$ cat config.mk
export PLATFORM = sky130hd
export DESIGN_NAME = ssp_slave_port
export DESIGN_NICKNAME = d
export VERILOG_FILES = /design/src/design/ssp_pkg.sv /design/src/design/ssp_pin_sync.sv /design/src/design/ssp_rx_queue.sv /design/src/design/ssp_slave_port.sv
export SDC_FILE = /design/constraint.sdc
export NUM_CORES = 1
export LEC_CHECK = 0
export ABC_AREA = 1
export BUFFER_PORTS_ARGS = -buffer_cell sky130_fd_sc_hd__clkbuf_2
export CAP_MARGIN = 25
export CORE_ASPECT_RATIO = 0.7
export CORE_MARGIN = 4
export CORE_UTILIZATION = 51
export CTS_CLUSTER_DIAMETER = 150
export DETAILED_ROUTE_END_ITERATION = 10
export PLACE_DENSITY = 0.75
export RECOVER_POWER = 100
export SLEW_MARGIN = 10
export SYNTH_ARGS = -nofsm -noshare
export SYNTH_HDL_FRONTEND = slang
export SYNTH_SLANG_ARGS = --single-unit
$ cat constraint.sdc
create_clock -name mclk -period 2.2 [get_ports mclk]
set_clock_uncertainty 0.1 [all_clocks]
set_input_delay 0.11 -clock mclk [delete_from_list [all_inputs] [get_ports mclk]]
set_output_delay 0.11 -clock mclk [all_outputs]
set_load 0.01 [all_outputs]
$ cat src/design/ssp_pkg.sv
// Shared constants and types of the synchronous slave serial port.
// Assumes a 32-bit APB slave with byte addresses on an 8-bit paddr.
`default_nettype none
package ssp_pkg;
  // Register byte offsets
  localparam logic [7:0] RX_STATUS_CTRL_OFS = 8'h00;
  localparam logic [7:0] TX_STATUS_CTRL_OFS = 8'h04;
  localparam logic [7:0] TX_HOLDING_OFS = 8'h08;
  localparam logic [7:0] RX_DATA_OFS = 8'h0C;
  localparam logic [7:0] BAUD_POL_CTRL_OFS = 8'h10;
  localparam logic [7:0] BAUD_DIV_LOW_OFS = 8'h14;
  localparam logic [7:0] BAUD_DIV_HIGH_OFS = 8'h18;
  localparam logic [7:0] INT_CTRL_OFS = 8'h1C;
  // receive_status_control fields
  localparam int PORT_ENABLE_BIT = 7;
  localparam int RX_NINE_SEL_BIT = 6;
  localparam int SINGLE_RX_EN_BIT = 5;
  localparam int CONT_RX_EN_BIT = 4;
  localparam int ADDR_DETECT_EN_BIT = 3;
  localparam int FRAMING_ERR_BIT = 2;
  localparam int OVERRUN_BIT = 1;
  localparam int RX_NINTH_BIT = 0;
  // transmit_status_control fields
  localparam int CLOCK_SRC_SEL_BIT = 7;
  localparam int TX_NINE_SEL_BIT = 6;
  localparam int TX_ENABLE_BIT = 5;
  localparam int SYNC_MODE_BIT = 4;
  localparam int BREAK_SEND_BIT = 3;
  localparam int HIGH_BAUD_BIT = 2;
  localparam int SHIFTER_EMPTY_BIT = 1;
  localparam int TX_NINTH_BIT = 0;
  // baud_and_polarity_control fields
  localparam int RECEIVER_IDLE_BIT = 6;
  localparam int DATA_POL_BIT = 5;
  localparam int CLOCK_POL_BIT = 4;
  localparam int WIDE_DIV_BIT = 3;
  localparam int WAKE_EDGE_BIT = 1;
  localparam int AUTO_RATE_BIT = 0;
  // Interrupt control fields
  localparam int RX_INT_EN_BIT = 0;
  localparam int TX_INT_EN_BIT = 1;
  localparam int RX_FLAG_BIT = 4;
  localparam int TX_FLAG_BIT = 5;
  // Writable masks and reset values
  localparam logic [7:0] RX_CTRL_WMASK = 8'hF8;
  localparam logic [7:0] TX_CTRL_WMASK = 8'hFD;
  localparam logic [7:0] BAUD_CTRL_WMASK = 8'h3B;
  localparam logic [7:0] INT_CTRL_WMASK = 8'h03;
  localparam logic [7:0] RX_CTRL_RST = 8'h00;
  localparam logic [7:0] TX_CTRL_RST = 8'h00;
  localparam logic [7:0] BAUD_CTRL_RST = 8'h00;
  localparam logic [7:0] BAUD_DIV_RST = 8'h00;
  localparam logic [7:0] INT_CTRL_RST = 8'h00;
  // Character lengths and receive queue depth
  localparam logic [3:0] CHAR_BITS_EIGHT = 4'h8;
  localparam logic [3:0] CHAR_BITS_NINE = 4'h9;
  localparam int RX_QUEUE_DEPTH = 2;

  typedef struct packed {
    logic ninth;
    logic [7:0] low;
  } ssp_char_t;

  typedef enum {TX_IDLE, TX_SHIFT} ssp_tx_state_t;
endpackage
`default_nettype wire

$ cat src/design/ssp_pin_sync.sv
// Two-stage synchroniser for pin levels entering the mclk domain.
// Assumes each bit is an independent level; no bus coherency.
`default_nettype none
module ssp_pin_sync #(
  parameter int WIDTH = 2
) (
  input wire logic mclk,
  input wire logic rst,
  input wire logic [WIDTH-1:0] pinIn,
  output logic [WIDTH-1:0] pinSync
);
  logic [WIDTH-1:0] stage1_r;
  logic [WIDTH-1:0] stage2_r;

  // First stage is read only by the second
  for (genvar i = 0; i < WIDTH; i++) begin : g_bit
    always_ff @(posedge mclk) begin
      if (rst) begin
        stage1_r[i] <= 1'b0;
        stage2_r[i] <= 1'b0;
      end else begin
        stage1_r[i] <= pinIn[i];
        stage2_r[i] <= stage1_r[i];
      end
    end
  end

  assign pinSync = stage2_r;
endmodule
`default_nettype wire

$ cat src/design/ssp_rx_queue.sv
// Small receive queue with a registered head word.
// Assumes push and pop come from mclk-domain logic.
`default_nettype none
module ssp_rx_queue #(
  parameter int WIDTH = 9,
  parameter int DEPTH = 2
) (
  input wire logic mclk,
  input wire logic rst,
  input wire logic flush,
  input wire logic push,
  input wire logic [WIDTH-1:0] pushData,
  input wire logic pop,
  output logic [WIDTH-1:0] headData,
  output logic empty,
  output logic full
);
  localparam int AW = (DEPTH > 1) ? $clog2(DEPTH) : 1;
  // Sized to the count so that the full compare sees the real depth
  localparam logic [AW:0] DEPTH_CNT = (AW+1)'(DEPTH);

  logic [WIDTH-1:0] mem [DEPTH];
  logic [AW-1:0] wrPtr_r, wrPtr_nxt, rdPtr_r, rdPtr_nxt;
  logic [AW:0] count_r, count_nxt, countAfterPop;
  logic [WIDTH-1:0] head_r, head_nxt;
  logic empty_r, empty_nxt, full_r, full_nxt, doPush, doPop;

  function automatic logic [AW-1:0] wrapInc(input logic [AW-1:0] p);
    return (int'(p) == DEPTH - 1) ? '0 : p + 1'b1;
  endfunction

  always_comb begin
    doPush = push & ~full_r & ~flush;
    doPop = pop & ~empty_r & ~flush;
    wrPtr_nxt = doPush ? wrapInc(wrPtr_r) : wrPtr_r;
    rdPtr_nxt = doPop ? wrapInc(rdPtr_r) : rdPtr_r;
    countAfterPop = count_r - {{AW{1'b0}}, doPop};
    count_nxt = countAfterPop + {{AW{1'b0}}, doPush};
    // A push into an empty slot becomes the head at once
    if (countAfterPop == '0) begin
      head_nxt = doPush ? pushData : '0;
    end else begin
      head_nxt = mem[rdPtr_nxt];
    end
    if (flush) begin
      wrPtr_nxt = '0;
      rdPtr_nxt = '0;
      count_nxt = '0;
      head_nxt = '0;
    end
    empty_nxt = (count_nxt == '0);
    full_nxt = (count_nxt == DEPTH_CNT);
  end

  always_ff @(posedge mclk) begin
    if (rst) begin
      wrPtr_r <= '0;
      rdPtr_r <= '0;
      count_r <= '0;
      head_r <= '0;
      empty_r <= 1'b1;
      full_r <= 1'b0;
    end else begin
      wrPtr_r <= wrPtr_nxt;
      rdPtr_r <= rdPtr_nxt;
      count_r <= count_nxt;
      head_r <= head_nxt;
      empty_r <= empty_nxt;
      full_r <= full_nxt;
    end
  end

  always_ff @(posedge mclk) begin
    if (doPush) begin
      mem[wrPtr_r] <= pushData;
    end
  end

  assign headData = head_r;
  assign empty = empty_r;
  assign full = full_r;
endmodule
`default_nettype wire

$ cat src/design/ssp_slave_port.sv
// Synchronous slave serial port: APB registers, shifters, receive queue.
// Assumes the external master drives clock and data pins; both are async.
//
// Function
// - Transmit direction only when both receive enables clear
// - Nine-bit select shifts nine transmit bits
// - No transmission before transmit enable set
// - Ninth transmit bit from field, loaded first
// - Holding register write starts a transmission
// - Continuous receive keeps receiver running between characters
// - Single-receive enable starts no reception in slave mode
// - Reception continues while core sleeps
// - Completed character moves into receive queue
// - Received character during sleep raises wake when receive interrupt enabled
// - Completion sets receive flag and interrupt
// - Nine-bit select captures nine receive bits
// - Ninth received bit shown in status field
// - Data read returns oldest unread low byte
// - Overrun cleared by receive or port disable
// - Data change leading edge, valid trailing
// - Two-deep queue; third character sets overrun
// - Overrun blocks new characters, queue stays readable
`default_nettype none
module ssp_slave_port (
  input wire logic mclk,
  input wire logic rst,
  input wire logic psel,
  input wire logic penable,
  input wire logic pwrite,
  input wire logic [7:0] paddr,
  input wire logic [31:0] pwdata,
  output logic [31:0] prdata,
  output logic pready,
  output logic pslverr,
  input wire logic serialClockPinIn,
  output logic serialClockPinOut,
  output logic serialClockPinOeN,
  input wire logic serialDataPinIn,
  output logic serialDataPinOut,
  output logic serialDataPinOeN,
  input wire logic coreSleep,
  output logic receiveIrq,
  output logic transmitIrq,
  output logic wakeReq
);

  ////////////////////////////////////////////////////////////////////////////
  // Pin synchronisers and clock edge detection

  logic clkSync, dataSync, clkLevelPrev_r, clkLevelPrev_nxt, clkLevel;
  logic leadingEdge, trailingEdge;

  ssp_pin_sync #(.WIDTH(2)) u_sync (
    .mclk(mclk),
    .rst(rst),
    .pinIn({serialClockPinIn, serialDataPinIn}),
    .pinSync({clkSync, dataSync})
  );

  logic [7:0] rxCtrl_r, rxCtrl_nxt, txCtrl_r, txCtrl_nxt, baudCtrl_r, baudCtrl_nxt;
  logic [7:0] divLow_r, divLow_nxt, divHigh_r, divHigh_nxt, intCtrl_r, intCtrl_nxt;

  always_comb begin
    // Polarity bit selects which pin level is idle
    clkLevel = clkSync ^ baudCtrl_r[ssp_pkg::CLOCK_POL_BIT];
    clkLevelPrev_nxt = clkLevel;
    leadingEdge = clkLevel & ~clkLevelPrev_r;
    trailingEdge = ~clkLevel & clkLevelPrev_r;
  end

  always_ff @(posedge mclk) begin
    if (rst) begin
      clkLevelPrev_r <= 1'b0;
    end else begin
      clkLevelPrev_r <= clkLevelPrev_nxt;
    end
  end

  ////////////////////////////////////////////////////////////////////////////
  // Mode decode

  logic portEnable, slaveMode, contRx, singleRx, txDir, rxNine, txNine, transmit_enable;
  logic portOn, rxOn, overrun_r, overrun_nxt;

  always_comb begin
    portEnable = rxCtrl_r[ssp_pkg::PORT_ENABLE_BIT];
    slaveMode = txCtrl_r[ssp_pkg::SYNC_MODE_BIT] & ~txCtrl_r[ssp_pkg::CLOCK_SRC_SEL_BIT];
    portOn = portEnable & slaveMode;
    contRx = rxCtrl_r[ssp_pkg::CONT_RX_EN_BIT];
    singleRx = rxCtrl_r[ssp_pkg::SINGLE_RX_EN_BIT];
    txDir = ~contRx & ~singleRx;
    rxNine = rxCtrl_r[ssp_pkg::RX_NINE_SEL_BIT];
    txNine = txCtrl_r[ssp_pkg::TX_NINE_SEL_BIT];
    transmit_enable = txCtrl_r[ssp_pkg::TX_ENABLE_BIT];
    // Only the continuous enable starts reception here
    rxOn = portOn & contRx & ~overrun_r;
  end

  ////////////////////////////////////////////////////////////////////////////
  // APB slave

  logic accessPh, wrDone, rdDone, mapped;
  logic pready_r, pready_nxt, pslverr_r, pslverr_nxt;
  logic [31:0] prdata_r, prdata_nxt;
  logic [7:0] readByte;
  logic qEmpty, qFull, qPush, qPop, txHoldFull_r, txBusy_r, rxActive;
  ssp_pkg::ssp_char_t qHead, rxChar;

  function automatic logic isReg(input logic [7:0] addr, input logic [7:0] ofs);
    return addr == ofs;
  endfunction

  always_comb begin
    accessPh = psel & penable;
    wrDone = accessPh & pready_r & pwrite;
    rdDone = accessPh & pready_r & ~pwrite;
    mapped = 1'b1;
    readByte = 8'h00;
    case (paddr)
      ssp_pkg::RX_STATUS_CTRL_OFS: begin
        readByte = rxCtrl_r;
        readByte[ssp_pkg::OVERRUN_BIT] = overrun_r;
        readByte[ssp_pkg::RX_NINTH_BIT] = qHead.ninth;
      end
      ssp_pkg::TX_STATUS_CTRL_OFS: begin
        readByte = txCtrl_r;
        readByte[ssp_pkg::SHIFTER_EMPTY_BIT] = ~txBusy_r;
      end
      ssp_pkg::TX_HOLDING_OFS: readByte = 8'h00;
      ssp_pkg::RX_DATA_OFS: readByte = qHead.low;
      ssp_pkg::BAUD_POL_CTRL_OFS: begin
        readByte = baudCtrl_r;
        readByte[ssp_pkg::RECEIVER_IDLE_BIT] = ~rxActive;
      end
      ssp_pkg::BAUD_DIV_LOW_OFS: readByte = divLow_r;
      ssp_pkg::BAUD_DIV_HIGH_OFS: readByte = divHigh_r;
      ssp_pkg::INT_CTRL_OFS: begin
        readByte = intCtrl_r;
        readByte[ssp_pkg::RX_FLAG_BIT] = ~qEmpty;
        readByte[ssp_pkg::TX_FLAG_BIT] = ~txHoldFull_r;
      end
      default: mapped = 1'b0;
    endcase
    pready_nxt = accessPh & ~pready_r;
    pslverr_nxt = accessPh & ~pready_r & ~mapped;
    prdata_nxt = (accessPh & ~pready_r & ~pwrite) ? {24'h000000, readByte} : prdata_r;
  end

  always_ff @(posedge mclk) begin
    if (rst) begin
      pready_r <= 1'b0;
      pslverr_r <= 1'b0;
      prdata_r <= 32'h00000000;
    end else begin
      pready_r <= pready_nxt;
      pslverr_r <= pslverr_nxt;
      prdata_r <= prdata_nxt;
    end
  end

  ////////////////////////////////////////////////////////////////////////////
  // Control registers and transmit holding

  logic wrTxHold, txLoad, txHoldFull_nxt;
  logic [7:0] txHold_r, txHold_nxt;

  always_comb begin
    rxCtrl_nxt = rxCtrl_r;
    txCtrl_nxt = txCtrl_r;
    baudCtrl_nxt = baudCtrl_r;
    divLow_nxt = divLow_r;
    divHigh_nxt = divHigh_r;
    intCtrl_nxt = intCtrl_r;
    txHold_nxt = txHold_r;
    wrTxHold = wrDone & isReg(paddr, ssp_pkg::TX_HOLDING_OFS);
    if (wrDone & isReg(paddr, ssp_pkg::RX_STATUS_CTRL_OFS)) begin
      rxCtrl_nxt = pwdata[7:0] & ssp_pkg::RX_CTRL_WMASK;
    end
    if (wrDone & isReg(paddr, ssp_pkg::TX_STATUS_CTRL_OFS)) begin
      txCtrl_nxt = pwdata[7:0] & ssp_pkg::TX_CTRL_WMASK;
    end
    if (wrDone & isReg(paddr, ssp_pkg::BAUD_POL_CTRL_OFS)) begin
      baudCtrl_nxt = pwdata[7:0] & ssp_pkg::BAUD_CTRL_WMASK;
    end
    if (wrDone & isReg(paddr, ssp_pkg::BAUD_DIV_LOW_OFS)) begin
      divLow_nxt = pwdata[7:0];
    end
    if (wrDone & isReg(paddr, ssp_pkg::BAUD_DIV_HIGH_OFS)) begin
      divHigh_nxt = pwdata[7:0];
    end
    if (wrDone & isReg(paddr, ssp_pkg::INT_CTRL_OFS)) begin
      intCtrl_nxt = pwdata[7:0] & ssp_pkg::INT_CTRL_WMASK;
    end
    // A write while full replaces the waiting byte
    if (wrTxHold) begin
      txHold_nxt = pwdata[7:0];
    end
    txHoldFull_nxt = (txHoldFull_r & ~txLoad) | wrTxHold;
    if (~portEnable) begin
      txHoldFull_nxt = 1'b0;
    end
  end

  always_ff @(posedge mclk) begin
    if (rst) begin
      rxCtrl_r <= ssp_pkg::RX_CTRL_RST;
      txCtrl_r <= ssp_pkg::TX_CTRL_RST;
      baudCtrl_r <= ssp_pkg::BAUD_CTRL_RST;
      divLow_r <= ssp_pkg::BAUD_DIV_RST;
      divHigh_r <= ssp_pkg::BAUD_DIV_RST;
      intCtrl_r <= ssp_pkg::INT_CTRL_RST;
      txHold_r <= 8'h00;
      txHoldFull_r <= 1'b0;
    end else begin
      rxCtrl_r <= rxCtrl_nxt;
      txCtrl_r <= txCtrl_nxt;
      baudCtrl_r <= baudCtrl_nxt;
      divLow_r <= divLow_nxt;
      divHigh_r <= divHigh_nxt;
      intCtrl_r <= intCtrl_nxt;
      txHold_r <= txHold_nxt;
      txHoldFull_r <= txHoldFull_nxt;
    end
  end

  ////////////////////////////////////////////////////////////////////////////
  // Transmit shifter

  ssp_pkg::ssp_tx_state_t txState_r, txState_nxt;
  logic [8:0] tsr_r, tsr_nxt;
  logic [3:0] txCnt_r, txCnt_nxt;
  logic txFirst_r, txFirst_nxt, txReady, dataOut_r, dataOut_nxt, dataOeN_r, dataOeN_nxt;

  always_comb begin
    txReady = portOn & txDir & transmit_enable;
    txLoad = 1'b0;
    txState_nxt = txState_r;
    tsr_nxt = tsr_r;
    txCnt_nxt = txCnt_r;
    txFirst_nxt = txFirst_r;
    case (txState_r)
      ssp_pkg::TX_IDLE: begin
        if (txReady & txHoldFull_r) begin
          txLoad = 1'b1;
          tsr_nxt = {txCtrl_r[ssp_pkg::TX_NINTH_BIT], txHold_r};
          txCnt_nxt = txNine ? ssp_pkg::CHAR_BITS_NINE : ssp_pkg::CHAR_BITS_EIGHT;
          txFirst_nxt = 1'b1;
          txState_nxt = ssp_pkg::TX_SHIFT;
        end
      end
      ssp_pkg::TX_SHIFT: begin
        if (~txReady) begin
          txState_nxt = ssp_pkg::TX_IDLE;
        end else if (leadingEdge) begin
          // Bit 0 is already on the pin before the first clock
          txFirst_nxt = 1'b0;
          if (~txFirst_r) begin
            tsr_nxt = {1'b0, tsr_r[8:1]};
          end
        end else if (trailingEdge) begin
          txCnt_nxt = txCnt_r - 4'h1;
          if (txCnt_r == 4'h1) begin
            txState_nxt = ssp_pkg::TX_IDLE;
          end
        end
      end
      default: txState_nxt = ssp_pkg::TX_IDLE;
    endcase
    dataOut_nxt = tsr_nxt[0] ^ baudCtrl_r[ssp_pkg::DATA_POL_BIT];
    dataOeN_nxt = ~txReady;
  end

  always_ff @(posedge mclk) begin
    if (rst) begin
      txState_r <= ssp_pkg::TX_IDLE;
      tsr_r <= 9'h000;
      txCnt_r <= 4'h0;
      txFirst_r <= 1'b0;
      dataOut_r <= 1'b0;
      dataOeN_r <= 1'b1;
    end else begin
      txState_r <= txState_nxt;
      tsr_r <= tsr_nxt;
      txCnt_r <= txCnt_nxt;
      txFirst_r <= txFirst_nxt;
      dataOut_r <= dataOut_nxt;
      dataOeN_r <= dataOeN_nxt;
    end
  end

  assign txBusy_r = (txState_r == ssp_pkg::TX_SHIFT);

  ////////////////////////////////////////////////////////////////////////////
  // Receive shifter and queue

  logic [8:0] rsr_r, rsr_nxt;
  logic [3:0] rxCnt_r, rxCnt_nxt, rxWidth;
  logic rxDone, dataBit;

  always_comb begin
    rxWidth = rxNine ? ssp_pkg::CHAR_BITS_NINE : ssp_pkg::CHAR_BITS_EIGHT;
    dataBit = dataSync ^ baudCtrl_r[ssp_pkg::DATA_POL_BIT];
    rsr_nxt = rsr_r;
    rxCnt_nxt = rxCnt_r;
    rxDone = 1'b0;
    // Sleep does not gate the receiver
    if (~rxOn) begin
      rxCnt_nxt = 4'h0;
    end else if (trailingEdge) begin
      rsr_nxt = {dataBit, rsr_r[8:1]};
      rxCnt_nxt = rxCnt_r + 4'h1;
      if (rxCnt_nxt == rxWidth) begin
        rxDone = 1'b1;
        rxCnt_nxt = 4'h0;
      end
    end
    rxChar.ninth = rxNine ? rsr_nxt[8] : 1'b0;
    rxChar.low = rxNine ? rsr_nxt[7:0] : rsr_nxt[8:1];
    qPush = rxDone & ~qFull;
    qPop = rdDone & isReg(paddr, ssp_pkg::RX_DATA_OFS);
    rxActive = rxCnt_r != 4'h0;
    // Clear wins: a completion cannot coincide with the clear
    overrun_nxt = (overrun_r | (rxDone & qFull)) & contRx & portEnable;
  end

  always_ff @(posedge mclk) begin
    if (rst) begin
      rsr_r <= 9'h000;
      rxCnt_r <= 4'h0;
      overrun_r <= 1'b0;
    end else begin
      rsr_r <= rsr_nxt;
      rxCnt_r <= rxCnt_nxt;
      overrun_r <= overrun_nxt;
    end
  end

  ssp_rx_queue #(.WIDTH(9), .DEPTH(ssp_pkg::RX_QUEUE_DEPTH)) u_queue (
    .mclk(mclk),
    .rst(rst),
    .flush(~portEnable),
    .push(qPush),
    .pushData(rxChar),
    .pop(qPop),
    .headData(qHead),
    .empty(qEmpty),
    .full(qFull)
  );

  ////////////////////////////////////////////////////////////////////////////
  // Interrupt and wake outputs

  logic rxIrq_r, rxIrq_nxt, txIrq_r, txIrq_nxt, wake_r, wake_nxt;

  always_comb begin
    rxIrq_nxt = ~qEmpty & intCtrl_r[ssp_pkg::RX_INT_EN_BIT];
    txIrq_nxt = ~txHoldFull_r & intCtrl_r[ssp_pkg::TX_INT_EN_BIT];
    wake_nxt = coreSleep & rxIrq_nxt;
  end

  always_ff @(posedge mclk) begin
    if (rst) begin
      rxIrq_r <= 1'b0;
      txIrq_r <= 1'b0;
      wake_r <= 1'b0;
    end else begin
      rxIrq_r <= rxIrq_nxt;
      txIrq_r <= txIrq_nxt;
      wake_r <= wake_nxt;
    end
  end

  assign prdata = prdata_r;
  assign pready = pready_r;
  assign pslverr = pslverr_r;
  assign serialClockPinOut = 1'b0;
  assign serialClockPinOeN = 1'b1;
  assign serialDataPinOut = dataOut_r;
  assign serialDataPinOeN = dataOeN_r;
  assign receiveIrq = rxIrq_r;
  assign transmitIrq = txIrq_r;
  assign wakeReq = wake_r;
endmodule
`default_nettype wire

==> results.md <==
- CP Cell Sequence: buf_4 -> ha_2 -> xnor2_2 -> nand2_1 -> nor2_2 -> nand3_2 -> inv_2 -> ha_4 -> nor2_1 -> nor3_1 -> nand2_1 -> o21ai_2 -> inv_1
- Reg2reg setup slack: 0.07 ns
- Ys flop type: dfxtp_1
- Initial Util: 0.5306
- Hold Path Origin: pwrite
- Most frequent cells in the layout: nand2_1, dfxtp_1, nor2_1
- Core ar.: 11170 um^2
- Crit-path slowest cell: dfxtp_2
- Status: finished, violations left
- Max-cap violations: 1
- P per Cell Area: 747.2 nW/um^2
- Syn-to-layout area delta: 18.91%
- Num CTS Buffers: 17
- Total power: 5.266 mW
- DRC viols: 0
- Post-DP HPWL: 9827 um
- Reg-to-Reg End: u_queue.empty
- Post-Route WL: 14810 um
- Placer Congestion: 0.8952
- Layout cells sized above 1: 0.1362
- H-tree depth: 4
- Largest stage delay, worst path: 0.32 ns
- Number of vias in the routed layout: 5366
- R2R Path Start: rxCnt_r[0]
- WHS: 0.04602 ns
- Critical Path RT: 2.42 ns
- Kind of critical path: reg -> reg
- Setup crit end kind: flop
- Static Leakage: 2.927 nW
- Setup-failing EPs final: 0
- CTS Buffer Depth: 2
- Rel. slew slack: -0.07524
- Die ar.: 13440 um^2
- Max Clk Rate: 470.1 MHz
- Worst reg2reg path depth: 13
- Total gr overflow: 0
- Synthesis-stage register bit count: 126
- Post-synth EDFFs: 18
- Synth Cell Area: 5927 um^2
- Share of synthesized area occupied by flip-flops and latches: 0.4560
- Yosys warns: 0
- Clock sinks: 126
- Vias in the first global route: 4784
- Placement Rows: 32
- Setup_tns: 0 ns
- Die Wd: 136.9 um
- Pin count of the biggest net entering global routing: 32
- Non-Filler Instances: 1050
- Clk pin slew, worst setup/hold paths: 0.06 ns
- Mapped Cells: 811
- Final ANT Viol Nets: 0
- Hold path depth: 5
- Post-synth top area cell: dfxtp_1
- Drt initial violations: 427
- Placed cells: 1000
- Failing checks: max-capacitance violations, max-slew violations
- Final hold viol count: 0
- Post-synth top area share: 0.3648
- GRT Total Usage: 0.2265
- WP buf/inv: 3
- IO Port Bufs: 38
- Max-slew violations: 32
- Drt pass-1 iters: 5
- Worst Hold End: prdata[0]
- Largest delay contributor family on the critical path: simple AND/OR/NAND/NOR gates
- First-pass GRT wire length: 23740 um
- Final #Nets: 937
- WL/cell: 14.11 um
- Ranking of synthesized cells by area: dfxtp_1, nand2_1, edfxtp_1
- Syn_area_per_cell: 7.308 um^2
- HP Class: in -> reg
- Antenna violations before repair: 0
- CTS tree: done
- Critical Path Fanout Max: 7
- Root Driver: clkbuf_16
- Crit path DAT: 2.34 ns
- Fin crit period: 2.127 ns
- Most common cell after layout, fill and taps aside: nand2_1
- Slew at the pin with the worst max-slew slack: 1.613 ns
- IO Count: 89
- Vias per inst: 5.110
- Final critical-path share of the clock period: 0.9669
- CP most frequent cell: nand2_1
- Share of synthesized registers carrying an async set or reset: 0
- Chip Height: 98.20 um
- Insertion delay to the later sink of the worst-skew pair: 0.43 ns
- Max IR drop VDD: 573.8 uV
- Critical Path Start Type: flop
- Number of distinct library cells after synthesis: 40
-- worst reg2reg max path, delay by kind of cell, from the launching register on --
kind / cells / cell delay (ns)
AOI/OAI and AO/OA: 1 / 0.11
xor gates and xnor gates: 1 / 0.21
adders and majority gates: 2 / 0.32
buffers and inverters: 3 / 0.29
DFF: 1 / 0.32
and+or+nand+nor: 6 / 0.68
-- sequential cells by signal, indices dropped and copies added (netlist names), 4 cells and up --
signal,count
u_queue.mem,18
rsr_r,9
tsr_r,9
u_queue.headData,9
divHigh_r,8
divLow_r,8
prdata,8
txHold_r,8
txCtrl_r,7
baudCtrl_r,5
rxCtrl_r,5
rxCnt_r,4
txCnt_r,4
-- per-stage QoR --
step	instance area (um^2)	worst slack [ns]	utilization
4_1_cts	6999	0.005574	0.6266
3_5_place_dp	6272	0.03451	0.5615
6_report	7048	0.07293	0.6309
2_1_floorplan	6017	0.01440	-
5_1_grt	7046	-0.05257	0.6307
3_3_place_gp	6272	0.08120	0.5615
-- layer usage --
| metal | vias up | GRT usage | routed length (um) |
|---|---|---|---|
| met2 | 194 | 0.3176 | 6093 |
| met3 | 31 | 0.05510 | 1239 |
| met1 | 2451 | 0.3308 | 7128 |
| li1 | 2690 | - | - |
| met5 | - | 0 | 0 |
| met4 | 0 | 0.09586 | 352 |
-- worst max-delay path by stage --
stage / start / endpoint / slack, ns / cells past startpoint
after floorplan: rxCnt_r[0] / u_queue.mem[1][0] / 0.01 / 9
after global placement: rxCnt_r[1] / u_queue.empty / 0.08 / 15
after global routing: rxCnt_r[0] / u_queue.empty / -0.05 / 13
after CTS: rxCnt_r[1] / u_queue.empty / 0.006 / 15
final: rxCnt_r[0] / u_queue.empty / 0.07 / 13
after detailed placement: rxCnt_r[1] / u_queue.empty / 0.03 / 15
-- Yosys cell counts (all sizes together), types with 4 or more instances --
library cell    n
buf            35
inv            97
o21ai          48
a21oi          67
nor2          106
dfxtp         108
ha              6
nand2         209
nand3          80
a211oi          4
edfxtp         18
nor3            6
clkbuf         10
-- power breakdown --
group	internal, mW	total [mW]	switching, mW
sequential	2.33	2.34	0.00243
combinational	0.0527	0.169	0.116
clock	1.69	2.76	1.07
-- cell type report --
cell class | instances | area (um^2)
flip-flops and latches | 126 | 2705
inverters | 98 | 367.9
clock buffers | 18 | 439.2
repair buffers | 73 | 473.0
clock inverters | 14 | 143.9
diodes | 1 | 2.502
fillers | 993 | 4123
well taps | 153 | 191.4
multi-input cells | 567 | 2725
-- kinds of logic after synthesis --
logic type | synth area share
buffers and inverters | 0.1096
AOI/OAI and AO/OA | 0.1085
and+or+nand+nor | 0.3091
adders and majority gates | 0.01267
other | 0.001267
DFF | 0.4560
xor gates and xnor gates | 0.002956
-- repair_timing --
item | CTS | global route
pin swaps | 0 | 6
resized for setup | 2 | 17
hold endpoints to repair | 42 | 0
endpoints found under the setup margin | 1 | 31
setup buffers | 0 | 2
hold buffers | 14 | 0
cloned | 0 | 1
(Power assumes the default switching activity.)
